$ cat src/common/acr_pkg.sv
`default_nettype none
package acr_pkg;
  // ---------------------------------------------------------------
  // Clock and tick timing
  // ---------------------------------------------------------------
  localparam int CLK_PERIOD_NS = 4;  // 250 MHz system clock
  localparam int TICK_PERIOD_NS = 1000000;  // One sequencer tick is 1 ms
  localparam int TICK_CYCLES = TICK_PERIOD_NS / CLK_PERIOD_NS;  // Prescaler default
  localparam int ALARM_TIME_MS = 1000;  // Definite trip alarm hold time
  localparam int ALARM_TICKS = (ALARM_TIME_MS * 1000000) / TICK_PERIOD_NS;
  localparam int TMR_W = 16;  // Width of every timer setting in ticks

  // ---------------------------------------------------------------
  // Register bus geometry
  // ---------------------------------------------------------------
  localparam int ADDR_W = 8;
  localparam int DATA_W = 32;
  localparam logic [ADDR_W-1:0] OFS_CTRL = 8'h00;  // Shot count setting
  localparam logic [ADDR_W-1:0] OFS_DEAD1 = 8'h04;  // Dead time shot 1
  localparam logic [ADDR_W-1:0] OFS_DEAD2 = 8'h08;  // Dead time shot 2
  localparam logic [ADDR_W-1:0] OFS_DEAD3 = 8'h0c;  // Dead time shot 3
  localparam logic [ADDR_W-1:0] OFS_RECLAIM = 8'h10;  // Reclaim time
  localparam logic [ADDR_W-1:0] OFS_CUTOUT = 8'h14;  // Cutout time
  localparam logic [ADDR_W-1:0] OFS_CLOSE = 8'h18;  // Close command duration
  localparam logic [ADDR_W-1:0] OFS_INIT_SEL = 8'h1c;  // Initiation sources
  localparam logic [ADDR_W-1:0] OFS_INH_SEL = 8'h20;  // Selectable inhibit sources
  localparam logic [ADDR_W-1:0] OFS_SHOTBLK = 8'h24;  // Shot initiation blocking
  localparam logic [ADDR_W-1:0] OFS_STAGEBLK = 8'h28;  // Stage blocking per shot
  localparam logic [ADDR_W-1:0] OFS_STATUS = 8'h2c;  // Read-only state

  // ---------------------------------------------------------------
  // Field layouts and reset values
  // ---------------------------------------------------------------
  localparam int CTRL_SHOTS_LSB = 0;  // [1:0] shot count setting
  localparam int INIT_TRIP_LSB = 0;  // [3:0] trip stages that initiate
  localparam int INIT_START_LSB = 4;  // [5:4] low-set start signals
  localparam int INIT_EXT_BIT = 6;  // External initiation enable
  localparam int SHOTBLK_STAGE_LSB = 0;  // [3:0] trip stages that block
  localparam int SHOTBLK_MASK_LSB = 4;  // [6:4] shots that may be blocked
  localparam int STAGEBLK_S23_LSB = 4;  // [7:4] shots 2 and 3, [3:0] shot 1
  localparam int STAT_SHOT_LSB = 8;  // [9:8] current shot number
  localparam int STAT_FLAG_LSB = 12;  // [15:12] close, alarm, failed, lockout
  localparam logic [1:0] SHOTS_RST = 2'h0;  // Disabled after reset
  localparam logic [TMR_W-1:0] TIME_RST = 16'h0064;  // 100 ticks
  localparam logic [7:0] SEL_RST = 8'h00;

  // ---------------------------------------------------------------
  // Sequencer states
  // ---------------------------------------------------------------
  typedef enum logic [4:0] {
    ST_IDLE = 5'b00001,
    ST_DEAD = 5'b00010,
    ST_CLOSING = 5'b00100,
    ST_RECLAIM = 5'b01000,
    ST_LOCKED = 5'b10000
  } acr_state_e;
endpackage
`default_nettype wire

$ cat src/rtl/acr_sequencer.sv
`default_nettype none
module acr_sequencer
  import acr_pkg::*;
#(
  parameter int TICK_DIV = acr_pkg::TICK_CYCLES
) (
  // Clock and reset
  input wire logic clk_in,
  input wire logic rst_in,
  // Register port
  input wire logic [acr_pkg::ADDR_W-1:0] addr_in,
  input wire logic [acr_pkg::DATA_W-1:0] wr_data_in,
  input wire logic wr_in,
  input wire logic rd_in,
  output logic [acr_pkg::DATA_W-1:0] rd_data_out,
  // Protection stages: trips [3:0] and low-set starts [1:0]
  input wire logic [3:0] stage_trip_in,
  input wire logic [1:0] stage_start_in,
  input wire logic [2:0] fixed_inhibit_in,
  input wire logic [3:0] sel_inhibit_in,
  // Digital inputs
  input wire logic ext_init_in,
  input wire logic ext_inhibit_in,
  input wire logic ext_block_in,
  input wire logic breaker_closed_in,
  input wire logic reclose_inhibit_in,
  // Breaker and stage outputs
  output logic breaker_close_command_out,
  output logic [3:0] stage_block_out,
  output logic definite_trip_alarm_out,
  output logic reclose_failed_out,
  output logic lockout_out
);
  import acr_pkg::*;

  initial begin
    if (TICK_DIV < 1) $error("acr_sequencer: TICK_DIV must be at least 1");
  end

  // ---------------------------------------------------------------
  // Tick prescaler
  // ---------------------------------------------------------------
  logic [31:0] div_reg, div_next;  // Clock count within a tick
  logic tick_reg, tick_next;  // One-cycle tick enable

  // Every timer steps on the same tick, so settings are whole ticks
  always_comb begin
    tick_next = (div_reg == 32'(TICK_DIV - 1));
    div_next = tick_next ? 32'h0 : div_reg + 32'h1;
  end

  always_ff @(posedge clk_in) begin
    if (rst_in) begin
      div_reg <= 32'h0;
      tick_reg <= 1'b0;
    end else begin
      div_reg <= div_next;
      tick_reg <= tick_next;
    end
  end

  // ---------------------------------------------------------------
  // Settings registers
  // ---------------------------------------------------------------
  logic [1:0] shots_reg, shots_next;  // Shot count setting
  logic [TMR_W-1:0] dead_reg [3], dead_next [3];  // Per-shot dead times
  logic [TMR_W-1:0] reclaim_reg, reclaim_next;
  logic [TMR_W-1:0] cutout_reg, cutout_next;
  logic [TMR_W-1:0] close_t_reg, close_t_next;
  logic [7:0] init_sel_reg, init_sel_next;
  logic [7:0] inh_sel_reg, inh_sel_next;
  logic [7:0] shotblk_reg, shotblk_next;
  logic [7:0] stageblk_reg, stageblk_next;
  logic [DATA_W-1:0] rd_data_reg, rd_data_next;  // Read data, one cycle late
  logic [DATA_W-1:0] status_word;

  // Writes decode by offset; unmapped writes are dropped
  always_comb begin
    shots_next = shots_reg;
    dead_next = dead_reg;
    reclaim_next = reclaim_reg;
    cutout_next = cutout_reg;
    close_t_next = close_t_reg;
    init_sel_next = init_sel_reg;
    inh_sel_next = inh_sel_reg;
    shotblk_next = shotblk_reg;
    stageblk_next = stageblk_reg;
    if (wr_in) begin
      unique case (addr_in)
        OFS_CTRL: shots_next = wr_data_in[CTRL_SHOTS_LSB +: 2];
        OFS_DEAD1: dead_next[0] = wr_data_in[TMR_W-1:0];
        OFS_DEAD2: dead_next[1] = wr_data_in[TMR_W-1:0];
        OFS_DEAD3: dead_next[2] = wr_data_in[TMR_W-1:0];
        OFS_RECLAIM: reclaim_next = wr_data_in[TMR_W-1:0];
        OFS_CUTOUT: cutout_next = wr_data_in[TMR_W-1:0];
        OFS_CLOSE: close_t_next = wr_data_in[TMR_W-1:0];
        OFS_INIT_SEL: init_sel_next = wr_data_in[7:0];
        OFS_INH_SEL: inh_sel_next = wr_data_in[7:0];
        OFS_SHOTBLK: shotblk_next = wr_data_in[7:0];
        OFS_STAGEBLK: stageblk_next = wr_data_in[7:0];
        default: ;  // Status and unmapped: ignored
      endcase
    end
    // Reads: unmapped offsets answer zero
    rd_data_next = '0;
    if (rd_in) begin
      unique case (addr_in)
        OFS_CTRL: rd_data_next = DATA_W'(shots_reg);
        OFS_DEAD1: rd_data_next = DATA_W'(dead_reg[0]);
        OFS_DEAD2: rd_data_next = DATA_W'(dead_reg[1]);
        OFS_DEAD3: rd_data_next = DATA_W'(dead_reg[2]);
        OFS_RECLAIM: rd_data_next = DATA_W'(reclaim_reg);
        OFS_CUTOUT: rd_data_next = DATA_W'(cutout_reg);
        OFS_CLOSE: rd_data_next = DATA_W'(close_t_reg);
        OFS_INIT_SEL: rd_data_next = DATA_W'(init_sel_reg);
        OFS_INH_SEL: rd_data_next = DATA_W'(inh_sel_reg);
        OFS_SHOTBLK: rd_data_next = DATA_W'(shotblk_reg);
        OFS_STAGEBLK: rd_data_next = DATA_W'(stageblk_reg);
        OFS_STATUS: rd_data_next = status_word;
        default: rd_data_next = '0;
      endcase
    end
  end

  always_ff @(posedge clk_in) begin
    if (rst_in) begin
      shots_reg <= SHOTS_RST;
      dead_reg <= '{TIME_RST, TIME_RST, TIME_RST};
      reclaim_reg <= TIME_RST;
      cutout_reg <= TIME_RST;
      close_t_reg <= TIME_RST;
      init_sel_reg <= SEL_RST;
      inh_sel_reg <= SEL_RST;
      shotblk_reg <= SEL_RST;
      stageblk_reg <= SEL_RST;
      rd_data_reg <= '0;
    end else begin
      shots_reg <= shots_next;
      dead_reg <= dead_next;
      reclaim_reg <= reclaim_next;
      cutout_reg <= cutout_next;
      close_t_reg <= close_t_next;
      init_sel_reg <= init_sel_next;
      inh_sel_reg <= inh_sel_next;
      shotblk_reg <= shotblk_next;
      stageblk_reg <= stageblk_next;
      rd_data_reg <= rd_data_next;
    end
  end

  // ---------------------------------------------------------------
  // Input conditions
  // ---------------------------------------------------------------
  logic init_now;  // Any selected initiation source
  logic inhibit_now;  // Any fixed, selected or external inhibit source
  logic block_now;  // Shot initiation blocking active
  acr_state_e state_reg, state_next;
  logic [1:0] shot_reg, shot_next;  // Current shot, 0 when none

  // Arc trip is only wired to the inhibit side, never here; starts count only in idle, to begin a sequence
  assign init_now = |(stage_trip_in & init_sel_reg[INIT_TRIP_LSB +: 4])
    | ((state_reg == ST_IDLE) && |(stage_start_in & init_sel_reg[INIT_START_LSB +: 2]))
    | (ext_init_in & init_sel_reg[INIT_EXT_BIT]);
  assign inhibit_now = |fixed_inhibit_in | |(sel_inhibit_in & inh_sel_reg[3:0]) | ext_inhibit_in;
  assign block_now = |(stage_trip_in & shotblk_reg[SHOTBLK_STAGE_LSB +: 4]) | ext_block_in;

  // First shot after cur that is enabled and not blocked, 0 when none
  function automatic logic [1:0] pick_shot(input logic [1:0] cur, input logic [1:0] count,
                                           input logic [2:0] mask, input logic blk);
    logic [1:0] res;
    res = 2'h0;
    for (int s = 3; s >= 1; s--) begin
      if (s > cur && s <= count && !(blk && mask[s-1])) res = 2'(s);
    end
    return res;
  endfunction

  // ---------------------------------------------------------------
  // Shot sequencer
  // ---------------------------------------------------------------
  logic close_reg, close_next;
  logic [3:0] blk_reg, blk_next;
  logic alarm_reg, alarm_next;
  logic failed_reg, failed_next;
  logic lock_reg, lock_next;
  logic dead_ld, close_ld, reclaim_ld, cutout_ld, alarm_ld, tmr_clr;
  logic [TMR_W-1:0] dead_val;
  logic [1:0] pick;
  logic dead_done, close_done, reclaim_done, cutout_done, alarm_done;

  always_comb begin
    state_next = state_reg;
    shot_next = shot_reg;
    close_next = close_reg;
    blk_next = blk_reg;
    alarm_next = alarm_reg;
    failed_next = failed_reg;
    dead_ld = 1'b0;
    close_ld = 1'b0;
    reclaim_ld = 1'b0;
    cutout_ld = 1'b0;
    alarm_ld = 1'b0;
    tmr_clr = 1'b0;
    pick = pick_shot(shot_reg, shots_reg, shotblk_reg[SHOTBLK_MASK_LSB +: 3], block_now);
    dead_val = dead_reg[(pick == 2'h0) ? 2'h0 : pick - 2'h1];
    if (cutout_done) blk_next = 4'h0;
    if (alarm_done) alarm_next = 1'b0;
    unique case (state_reg)
      ST_IDLE: begin
        if (inhibit_now) begin
          state_next = ST_LOCKED;
        end else if (init_now && breaker_closed_in) begin
          if (pick != 2'h0) begin
            state_next = ST_DEAD;
            shot_next = pick;
            dead_ld = 1'b1;
          end else begin
            state_next = ST_LOCKED;
            alarm_next = 1'b1;
            alarm_ld = 1'b1;
          end
        end
      end
      ST_DEAD: begin
        if (inhibit_now) begin
          state_next = ST_LOCKED;
          tmr_clr = 1'b1;
        end else if (dead_done) begin
          if (reclose_inhibit_in || init_now) begin
            state_next = ST_LOCKED;
            failed_next = 1'b1;
          end else begin
            state_next = ST_CLOSING;
            close_next = 1'b1;
            close_ld = 1'b1;
            reclaim_ld = 1'b1;
            cutout_ld = 1'b1;
            blk_next = (shot_reg == 2'h1) ? stageblk_reg[3:0] : stageblk_reg[STAGEBLK_S23_LSB +: 4];
          end
        end
      end
      ST_CLOSING, ST_RECLAIM: begin
        if (inhibit_now) begin
          state_next = ST_LOCKED;
          close_next = 1'b0;
          tmr_clr = 1'b1;
        end else if (init_now) begin
          close_next = 1'b0;
          if (pick != 2'h0) begin
            state_next = ST_DEAD;
            shot_next = pick;
            dead_ld = 1'b1;
          end else begin
            state_next = ST_LOCKED;
            alarm_next = 1'b1;
            alarm_ld = 1'b1;
            tmr_clr = 1'b1;
          end
        end else if (state_reg == ST_CLOSING && breaker_closed_in) begin
          state_next = ST_RECLAIM;
          close_next = 1'b0;
        end else if (state_reg == ST_CLOSING && close_done) begin
          state_next = ST_LOCKED;
          close_next = 1'b0;
          failed_next = 1'b1;
          tmr_clr = 1'b1;
        end else if (state_reg == ST_RECLAIM && reclaim_done) begin
          state_next = ST_IDLE;
          shot_next = 2'h0;
        end
      end
      ST_LOCKED: begin
        // Reclaim restarts every cycle the cause stands, so it times from its removal
        if (inhibit_now || alarm_reg) begin
          reclaim_ld = 1'b1;
        end else if (reclaim_done) begin
          state_next = ST_IDLE;
          shot_next = 2'h0;
          failed_next = 1'b0;
        end
      end
      default: state_next = ST_IDLE;  // Illegal code recovers
    endcase
    if (state_reg != ST_LOCKED && state_next == ST_LOCKED) reclaim_ld = 1'b1;
    // Out of operation: everything returns to rest
    if (shots_reg == 2'h0) begin
      state_next = ST_IDLE;
      shot_next = 2'h0;
      close_next = 1'b0;
      blk_next = 4'h0;
      alarm_next = 1'b0;
      failed_next = 1'b0;
      tmr_clr = 1'b1;
      {dead_ld, close_ld, reclaim_ld, cutout_ld, alarm_ld} = 5'h00;
    end
    lock_next = (state_next == ST_LOCKED);
  end

  always_ff @(posedge clk_in) begin
    if (rst_in) begin
      state_reg <= ST_IDLE;
      shot_reg <= 2'h0;
      close_reg <= 1'b0;
      blk_reg <= 4'h0;
      alarm_reg <= 1'b0;
      failed_reg <= 1'b0;
      lock_reg <= 1'b0;
    end else begin
      state_reg <= state_next;
      shot_reg <= shot_next;
      close_reg <= close_next;
      blk_reg <= blk_next;
      alarm_reg <= alarm_next;
      failed_reg <= failed_next;
      lock_reg <= lock_next;
    end
  end

  // ---------------------------------------------------------------
  // Timers
  // ---------------------------------------------------------------
  acr_timer #(.WIDTH(TMR_W)) u_dead (.clk_in(clk_in), .rst_in(rst_in), .tick_in(tick_reg), .load_in(dead_ld),
    .clear_in(tmr_clr), .value_in(dead_val), .busy_out(), .done_out(dead_done));
  acr_timer #(.WIDTH(TMR_W)) u_close (.clk_in(clk_in), .rst_in(rst_in), .tick_in(tick_reg),
    .load_in(close_ld), .clear_in(tmr_clr | ~close_reg), .value_in(close_t_reg), .busy_out(),
    .done_out(close_done));
  acr_timer #(.WIDTH(TMR_W)) u_reclaim (.clk_in(clk_in), .rst_in(rst_in), .tick_in(tick_reg),
    .load_in(reclaim_ld), .clear_in(tmr_clr), .value_in(reclaim_reg), .busy_out(), .done_out(reclaim_done));
  acr_timer #(.WIDTH(TMR_W)) u_cutout (.clk_in(clk_in), .rst_in(rst_in), .tick_in(tick_reg),
    .load_in(cutout_ld), .clear_in(1'b0), .value_in(cutout_reg), .busy_out(), .done_out(cutout_done));
  acr_timer #(.WIDTH(TMR_W)) u_alarm (.clk_in(clk_in), .rst_in(rst_in), .tick_in(tick_reg),
    .load_in(alarm_ld), .clear_in(1'b0), .value_in(TMR_W'(ALARM_TICKS)), .busy_out(), .done_out(alarm_done));

  // ---------------------------------------------------------------
  // Outputs
  // ---------------------------------------------------------------
  assign status_word = DATA_W'({close_reg, alarm_reg, failed_reg, lock_reg}) << STAT_FLAG_LSB
    | DATA_W'(shot_reg) << STAT_SHOT_LSB | DATA_W'(state_reg);
  assign rd_data_out = rd_data_reg;
  assign breaker_close_command_out = close_reg;
  assign stage_block_out = blk_reg;
  assign definite_trip_alarm_out = alarm_reg;
  assign reclose_failed_out = failed_reg;
  assign lockout_out = lock_reg;
endmodule
`default_nettype wire

$ cat src/rtl/acr_timer.sv
`default_nettype none
module acr_timer #(
  parameter int WIDTH = 16
) (
  // Clock and reset
  input wire logic clk_in,
  input wire logic rst_in,
  // Control
  input wire logic tick_in,
  input wire logic load_in,
  input wire logic clear_in,
  input wire logic [WIDTH-1:0] value_in,
  // Status
  output logic busy_out,
  output logic done_out
);
  // ---------------------------------------------------------------
  // Down counter, one step per tick
  // ---------------------------------------------------------------
  logic [WIDTH-1:0] cnt_reg, cnt_next;  // Remaining ticks
  logic busy_reg, busy_next;  // Counting
  logic done_reg, done_next;  // One-cycle expiry pulse

  initial begin
    if (WIDTH < 2) $error("acr_timer: WIDTH too small");
  end

  // Next count; load wins over clear so a reload never gets lost
  always_comb begin
    cnt_next = cnt_reg;
    busy_next = busy_reg;
    done_next = 1'b0;
    if (load_in) begin
      cnt_next = value_in;
      busy_next = 1'b1;
    end else if (clear_in) begin
      busy_next = 1'b0;
    end else if (busy_reg && cnt_reg == '0) begin
      // A zero setting expires on the cycle after the load
      busy_next = 1'b0;
      done_next = 1'b1;
    end else if (busy_reg && tick_in) begin
      cnt_next = cnt_reg - 1'b1;
    end
  end

  // Registers only
  always_ff @(posedge clk_in) begin
    if (rst_in) begin
      cnt_reg <= '0;
      busy_reg <= 1'b0;
      done_reg <= 1'b0;
    end else begin
      cnt_reg <= cnt_next;
      busy_reg <= busy_next;
      done_reg <= done_next;
    end
  end

  assign busy_out = busy_reg;
  assign done_out = done_reg;
endmodule
`default_nettype wire

$ cat config.mk
export PLATFORM = sky130hd
export DESIGN_NAME = acr_sequencer
export DESIGN_NICKNAME = d
export VERILOG_FILES = /design/src/common/acr_pkg.sv /design/src/rtl/acr_sequencer.sv /design/src/rtl/acr_timer.sv
export SDC_FILE = /design/constraint.sdc
export NUM_CORES = 1
export LEC_CHECK = 0
export BUFFER_PORTS_ARGS = -buffer_cell sky130_fd_sc_hd__buf_2
export CORE_UTILIZATION = 30
export CTS_BUF_LIST = sky130_fd_sc_hd__clkbuf_2 sky130_fd_sc_hd__clkbuf_4 sky130_fd_sc_hd__clkbuf_8
export DETAILED_ROUTE_END_ITERATION = 10
export PLACE_DENSITY = 0.56
export SYNTH_ARGS = -nofsm -noshare
export SYNTH_HDL_FRONTEND = slang
export SYNTH_SLANG_ARGS = --single-unit
$ cat constraint.sdc
create_clock -name clk_in -period 2.25 [get_ports clk_in]
set_input_delay 0.1125 -clock clk_in [delete_from_list [all_inputs] [get_ports clk_in]]
set_output_delay 0.1125 -clock clk_in [all_outputs]
set_load 0.05 [all_outputs]
==> run metrics, run 1 <==
failing checks setup timing; reg-to-reg critical path startpoint shotblk_reg[0]; vias in the first global route 12700; DRC violation count after routing 0; syn avg cell area 8.08 sq um; EDFF count, synth 0; Yosys reg bits 284; design area 17900 sq um; setup TNS -12490 ps; top post-synthesis cells by area dfxtp_1, nand2_1, a21oi_1, nand3_1, nor2_1; Setup crit start kind register; post-synth top area share 0.430; core area 43300 sq um; DR WL/cell 18.6 um; GRT Util Overall 0.205; RSZ-0062 raised after global routing yes; die height 212 um; initial antenna violation count 1; # rows 76; Area growth, synth to finish 35.5%; Clock Skews 23.7 ps; register area share after synthesis 0.430; die area 44900 sq um; CTS tree done; crit path kind reg -> reg; Tmin final 2590 ps; WP data arrival 3050 ps; Yosys top cell by area dfxtp_1; count of non-filler cells in the finished layout 2519; Final ANT Viol Nets 0; Post-Syn Instances 1635; # fillers 4372; Hold Slack 132 ps; Net count, final 1966; CP endpoint kind register; # setup viols final 80; Max Cap Viol 0; Initial Utilization 0.305; Final Util 0.414; clk slew on worst S/H paths 60 ps; Worst Reg-to-Reg Cells 9; Cells on Worst Hold Path 6; worst-margin pin slew 684 ps; Final Worst Setup Slack -338 ps; Crit path required time 2710 ps; placed cell area 15600 sq um; # H-tree levels 2; Final Hold Violating Endpoints 0; HPWL Detailed 32500 um; boundary pin count 102; Leak 6.60 nW; Clock Latency Late Sink 610 ps; r2r endpoint u_close.cnt_reg[7]; maximum vdd drop 379 uV; prevailing post-synth register cell dfxtp_1; YS warnings 0; placer congestion estimate 0.933; root buf cell clkbuf_8; R2R setup slack -340 ps; clk sink count 284; Max Fclk 386 MHz; global-route wire length before repair 71700 um; pre-CTS WS -325 ps; CTS Buffer Depth 3; status complete, but fails checks; crit path max fanout 4; Endpoint, Worst Hold shots_reg[1]; Die Wd 212 um; ys async rst share 0; I/O Buffers 69; Post-Place Cells 2381; final period utilization 1.15; total CTS buffers 49; Hold Path Class in -> reg; Power Total 10.4 mW; number of vias per cell 5.29; HP Start addr_in[0]; Detailed Route WL 46900 um; GRT Residual Overflow 0; pwr/cell area 580 nW/um^2; Largest register FFs 48; share of layout cells above drive strength 1 0.290; Final Max Slew Viols 0; Synth cell types 70; DR pass1 iterations 8; Synth Cell Area 13200 sq um; DR iter-0 viols 1070; via count 13300; Max-slew headroom 0.544; pin count of the biggest net entering global routing 125
==> critical path, cell delays in order, from the launching register on <==
cell      delay, ps
dfxtp_2         320
a222oi_1        330
nand2_1         240
o221ai_4        290
o311ai_4        160
or4_4           480
buf_6           150
nor4_4          210
xnor2_1         180
a211oi_2        100
==> cell usage after synthesis (5+ instances only) <==
| cell | count |
|---|---|
| a31o_2 | 5 |
| nand4_1 | 11 |
| a22oi_1 | 43 |
| o31ai_1 | 6 |
| a221oi_1 | 10 |
| or3_1 | 10 |
| o21ai_0 | 30 |
| ha_1 | 6 |
| a22o_1 | 11 |
| and2_1 | 10 |
| mux2i_1 | 6 |
| buf_2 | 7 |
| buf_4 | 18 |
| a21oi_1 | 170 |
| a211oi_1 | 39 |
| dfxtp_1 | 284 |
| or4_1 | 13 |
| xor2_1 | 42 |
| and3_1 | 14 |
| nor3_1 | 38 |
| nor4_1 | 32 |
| or2_2 | 8 |
| o21a_1 | 8 |
| xnor2_1 | 54 |
| nand3_1 | 103 |
| clkbuf_1 | 92 |
| nor3b_1 | 8 |
| a31oi_1 | 15 |
| nand2_1 | 279 |
| nand3b_1 | 8 |
| nor2b_1 | 6 |
| nand2b_1 | 7 |
| a222oi_1 | 24 |
| nor2_1 | 134 |
| inv_1 | 19 |
==> logic make-up after synthesis <==
kind of cell,synth area share
AOI/OAI and AO/OA,0.193
other,0.000284
buffers and inverters,0.0461
adders and majority gates,0.00653
and+or+nand+nor,0.253
DFF,0.430
xor gates and xnor gates,0.0636
muxes,0.00795
==> layout make-up <==
class / count / area (sq um) / share of cell area
Antenna cell: 1 / 2.50 / 0.000140
Clock buffer: 76 / 971 / 0.0542
Clock inverter: 10 / 53.8 / 0.00300
Inverter: 19 / 71.3 / 0.00398
Multi-Input combinational cell: 1229 / 7820 / 0.437
Sequential cell: 284 / 5700 / 0.318
Tap cell: 585 / 732 / 0.0409
Timing Repair Buffer: 315 / 2560 / 0.143
==> cell usage in the layout (no fill, tap or decap), types with 14 or more instances in the layout <==
cell | Yosys | final
dlygate4sd3_1 | 0 | 21
conb_1 | 1 | 16
nor3_1 | 38 | 25
dfxtp_1 | 284 | 272
buf_6 | 1 | 25
xnor2_1 | 54 | 50
nor2_1 | 134 | 112
buf_2 | 7 | 68
a211oi_2 | 2 | 17
a222oi_1 | 24 | 24
nor2_2 | 3 | 15
inv_1 | 19 | 18
a21oi_1 | 170 | 156
buf_4 | 18 | 186
clkbuf_8 | 0 | 64
nand3_1 | 103 | 100
a211oi_1 | 39 | 23
xor2_1 | 42 | 42
nor4_1 | 32 | 22
nand2_1 | 279 | 277
a22oi_1 | 43 | 41
a21oi_2 | 0 | 14
a31oi_1 | 15 | 15
==> worst max path at each step <==
stage | slack (ps) | startpoint | endpoint
after global routing | -380 | shotblk_reg[0] | u_close.cnt_reg[7]
after floorplan | -90 | u_alarm.cnt_reg[9] | u_alarm.cnt_reg[11]
after detailed placement | -320 | init_sel_reg[1] | u_dead.cnt_reg[4]
after CTS | -280 | shotblk_reg[0] | u_dead.cnt_reg[11]
final | -340 | shotblk_reg[0] | u_close.cnt_reg[7]
after global placement | -350 | shotblk_reg[0] | u_reclaim.cnt_reg[9]
==> repair_timing <==
| action | CTS | global route |
|---|---|---|
| endpoints found under the hold margin | 146 | 0 |
| pin swaps | 22 | 57 |
| setup buffers | 10 | 14 |
| hold buffers | 21 | 0 |
| gates resized for setup | 97 | 104 |
| endpoints found under the setup margin | 92 | 93 |
| cloned | 5 | 2 |
==> per-layer routing <==
layer  track usage  routed length [um]
met5             0                   0
met3        0.0319                3270
met1         0.282               21400
met2         0.327               21000
met4        0.0612                1220
==> report_power, final <==
group | total, mW | switching [mW] | internal (mW)
clock network | 4.93 | 2.20 | 2.74
logic | 0.413 | 0.295 | 0.117
registers | 5.05 | 0.00928 | 5.04
total | 10.4 | 2.50 | 7.89
No activity file was read; power rests on OpenSTA's default activity.
==> run 2: changes to the inputs <==
--- a/config.mk
+++ b/config.mk
@@ -9,7 +9,9 @@
 export CORE_UTILIZATION = 30
 export CTS_BUF_LIST = sky130_fd_sc_hd__clkbuf_2 sky130_fd_sc_hd__clkbuf_4 sky130_fd_sc_hd__clkbuf_8
 export DETAILED_ROUTE_END_ITERATION = 10
+export GPL_ROUTABILITY_DRIVEN = 0
 export PLACE_DENSITY = 0.56
+export REMOVE_ABC_BUFFERS = 1
 export SYNTH_ARGS = -nofsm -noshare
 export SYNTH_HDL_FRONTEND = slang
 export SYNTH_SLANG_ARGS = --single-unit
==> run metrics, run 2 (same netlist as run 1, synthesis figures left out) <==
Max Fclk 369 MHz (-4.6%); crit path max fanout 5 (+1); commonest cells after routing, fill and taps aside nand2_1, dfxtp_1, buf_4; GRT Util Overall 0.207 (+0.00207); die height 212 um (unchanged); Clock Skews 44.1 ps (+20.4 ps); Final Worst Setup Slack -463 ps (-125 ps); diodes inserted 0 (-1); Crit path required time 2750 ps (+40 ps); number of vias per cell 5.35 (+1.1%); setup TNS -23300 ps (-10810 ps); RSZ-0062 raised after global routing yes; initial antenna violation count 0 (-1); CP endpoint kind register; DRC violation count after routing 0 (unchanged); Detailed Route WL 48800 um (+4.2%); GRT Residual Overflow 0 (unchanged); pre-CTS WS -457 ps (-132 ps); CTS Buffer Depth 3 (unchanged); pin count of the biggest net entering global routing 86 (-31%); total CTS buffers 50 (+2.0%); Net count, final 1987 (+1.1%); Setup crit start kind register; global-route wire length before repair 72500 um (+1.0%); Final Max Slew Viols 0 (unchanged); pwr/cell area 583 nW/um^2 (+0.40%); # fillers 4174 (-4.5%); most common cell after layout, fill and taps aside nand2_1; Multi-input gate area 8010 sq um (+2.4%); Power Total 10.8 mW (+4.3%); boundary pin count 102 (unchanged); DR WL/cell 19.2 um (+3.2%); failing checks setup timing; # rows 76 (unchanged); crit path kind reg -> reg; register area 5710 sq um (+0.15%); Die Wd 212 um (unchanged); clk slew on worst S/H paths 60 ps (about the same); Max-slew headroom 0.482 (-0.0627); Initial Utilization 0.305 (unchanged); Area growth, synth to finish 40.8%; via count 13600 (+2.1%); CTS tree done; final period utilization 1.21 (+0.0556); Hold Path Class in -> reg; Max Cap Viol 0 (unchanged); worst-margin pin slew 772 ps (+88.0 ps); Clock Latency Late Sink 630 ps (+20 ps); root buf cell clkbuf_8; Tmin final 2710 ps (+125 ps); share of layout cells above drive strength 1 0.310 (+0.0203); status complete, but fails checks; DR pass1 iterations 8 (unchanged); vias in the first global route 12900 (+2.1%); Final ANT Viol Nets 0 (unchanged); # H-tree levels 2 (unchanged); clk sink count 284 (unchanged); WP data arrival 3210 ps (+160 ps); Hold Slack 128 ps (-4.46 ps); # setup viols final 85 (+6.3%); core area 43300 sq um (unchanged); maximum vdd drop 374 uV (-1.5%); HPWL Detailed 32200 um (-1.1%); Final Hold Violating Endpoints 0 (unchanged); Largest register FFs 48 (unchanged); DR iter-0 viols 1272 (+19%); Leak 6.90 nW (+4.5%); I/O Buffers 69 (unchanged); die area 44900 sq um (unchanged)
run 2: cell types whose count changed in the layout (fill, tap and decap cells not counted), moves of 6 or more:
cell,change
nor2_4,+15
clkbuf_8,+6
nor2_1,-12
buf_6,+9
run 2: timing repair:
action	4_1_cts	5_1_grt
resized for setup	105	197
hold buffers	20	0
endpoints found under the hold margin	158	0
endpoints found under the setup margin	91	100
gates cloned	6	10
pin swaps	18	60
setup buffers	14	33
run 2: per-stage QoR:
stage                      util  instances  area [sq um]
after floorplan               -       1529         12700
after global placement    0.357       2377         15400
after detailed placement  0.357       2377         15400
after CTS                 0.401       2506         17400
after global routing      0.430       2543         18600
final                     0.430       2543         18600
run 2: path summary, 6_finish.rpt:
path,from,end,slack [ps],cells after the start
max,shotblk_reg[0],u_dead.cnt_reg[11],-460,10
min,sel_inhibit_in[3],state_reg[1],130,5
max reg2reg,shotblk_reg[0],u_dead.cnt_reg[11],-460,10
min reg2reg,inh_sel_reg[7],inh_sel_reg[7],460,2
run 2: worst max-delay path: stages (launching register included):
cell      delay, ps
dfxtp_2         320
a222oi_1        330
nand2_1         220
o221ai_4        300
buf_12          150
o21a_4          150
o21ai_4          60
buf_6           130
or3_4           330
o31a_1          290
o311a_1         280
run 2: final cells by class:
type,count,area share
Inverter,19,0.00383
Clock buffer,83,0.0570
Clock inverter,8,0.00390
Multi-Input combinational cell,1226,0.430
Tap cell,585,0.0393
Timing Repair Buffer,338,0.159
Sequential cell,284,0.307
run 2: layer usage:
metal,GRT usage,vias to the layer above,part of all wire
met5,0,-,0
met4,0.0945,0,0.041
met3,0.0429,113,0.080
met2,0.311,579,0.44
met1,0.282,6522,0.44
li1,-,6388,-
run 2: report_power, final:
group / internal, mW / switching (mW) / leakage (nW)
sequential: 5.03 / 0.00855 / 2.30
clock: 3.08 / 2.29 / 0.593
combinational: 0.122 / 0.298 / 4.01
total: 8.24 / 2.60 / 6.90
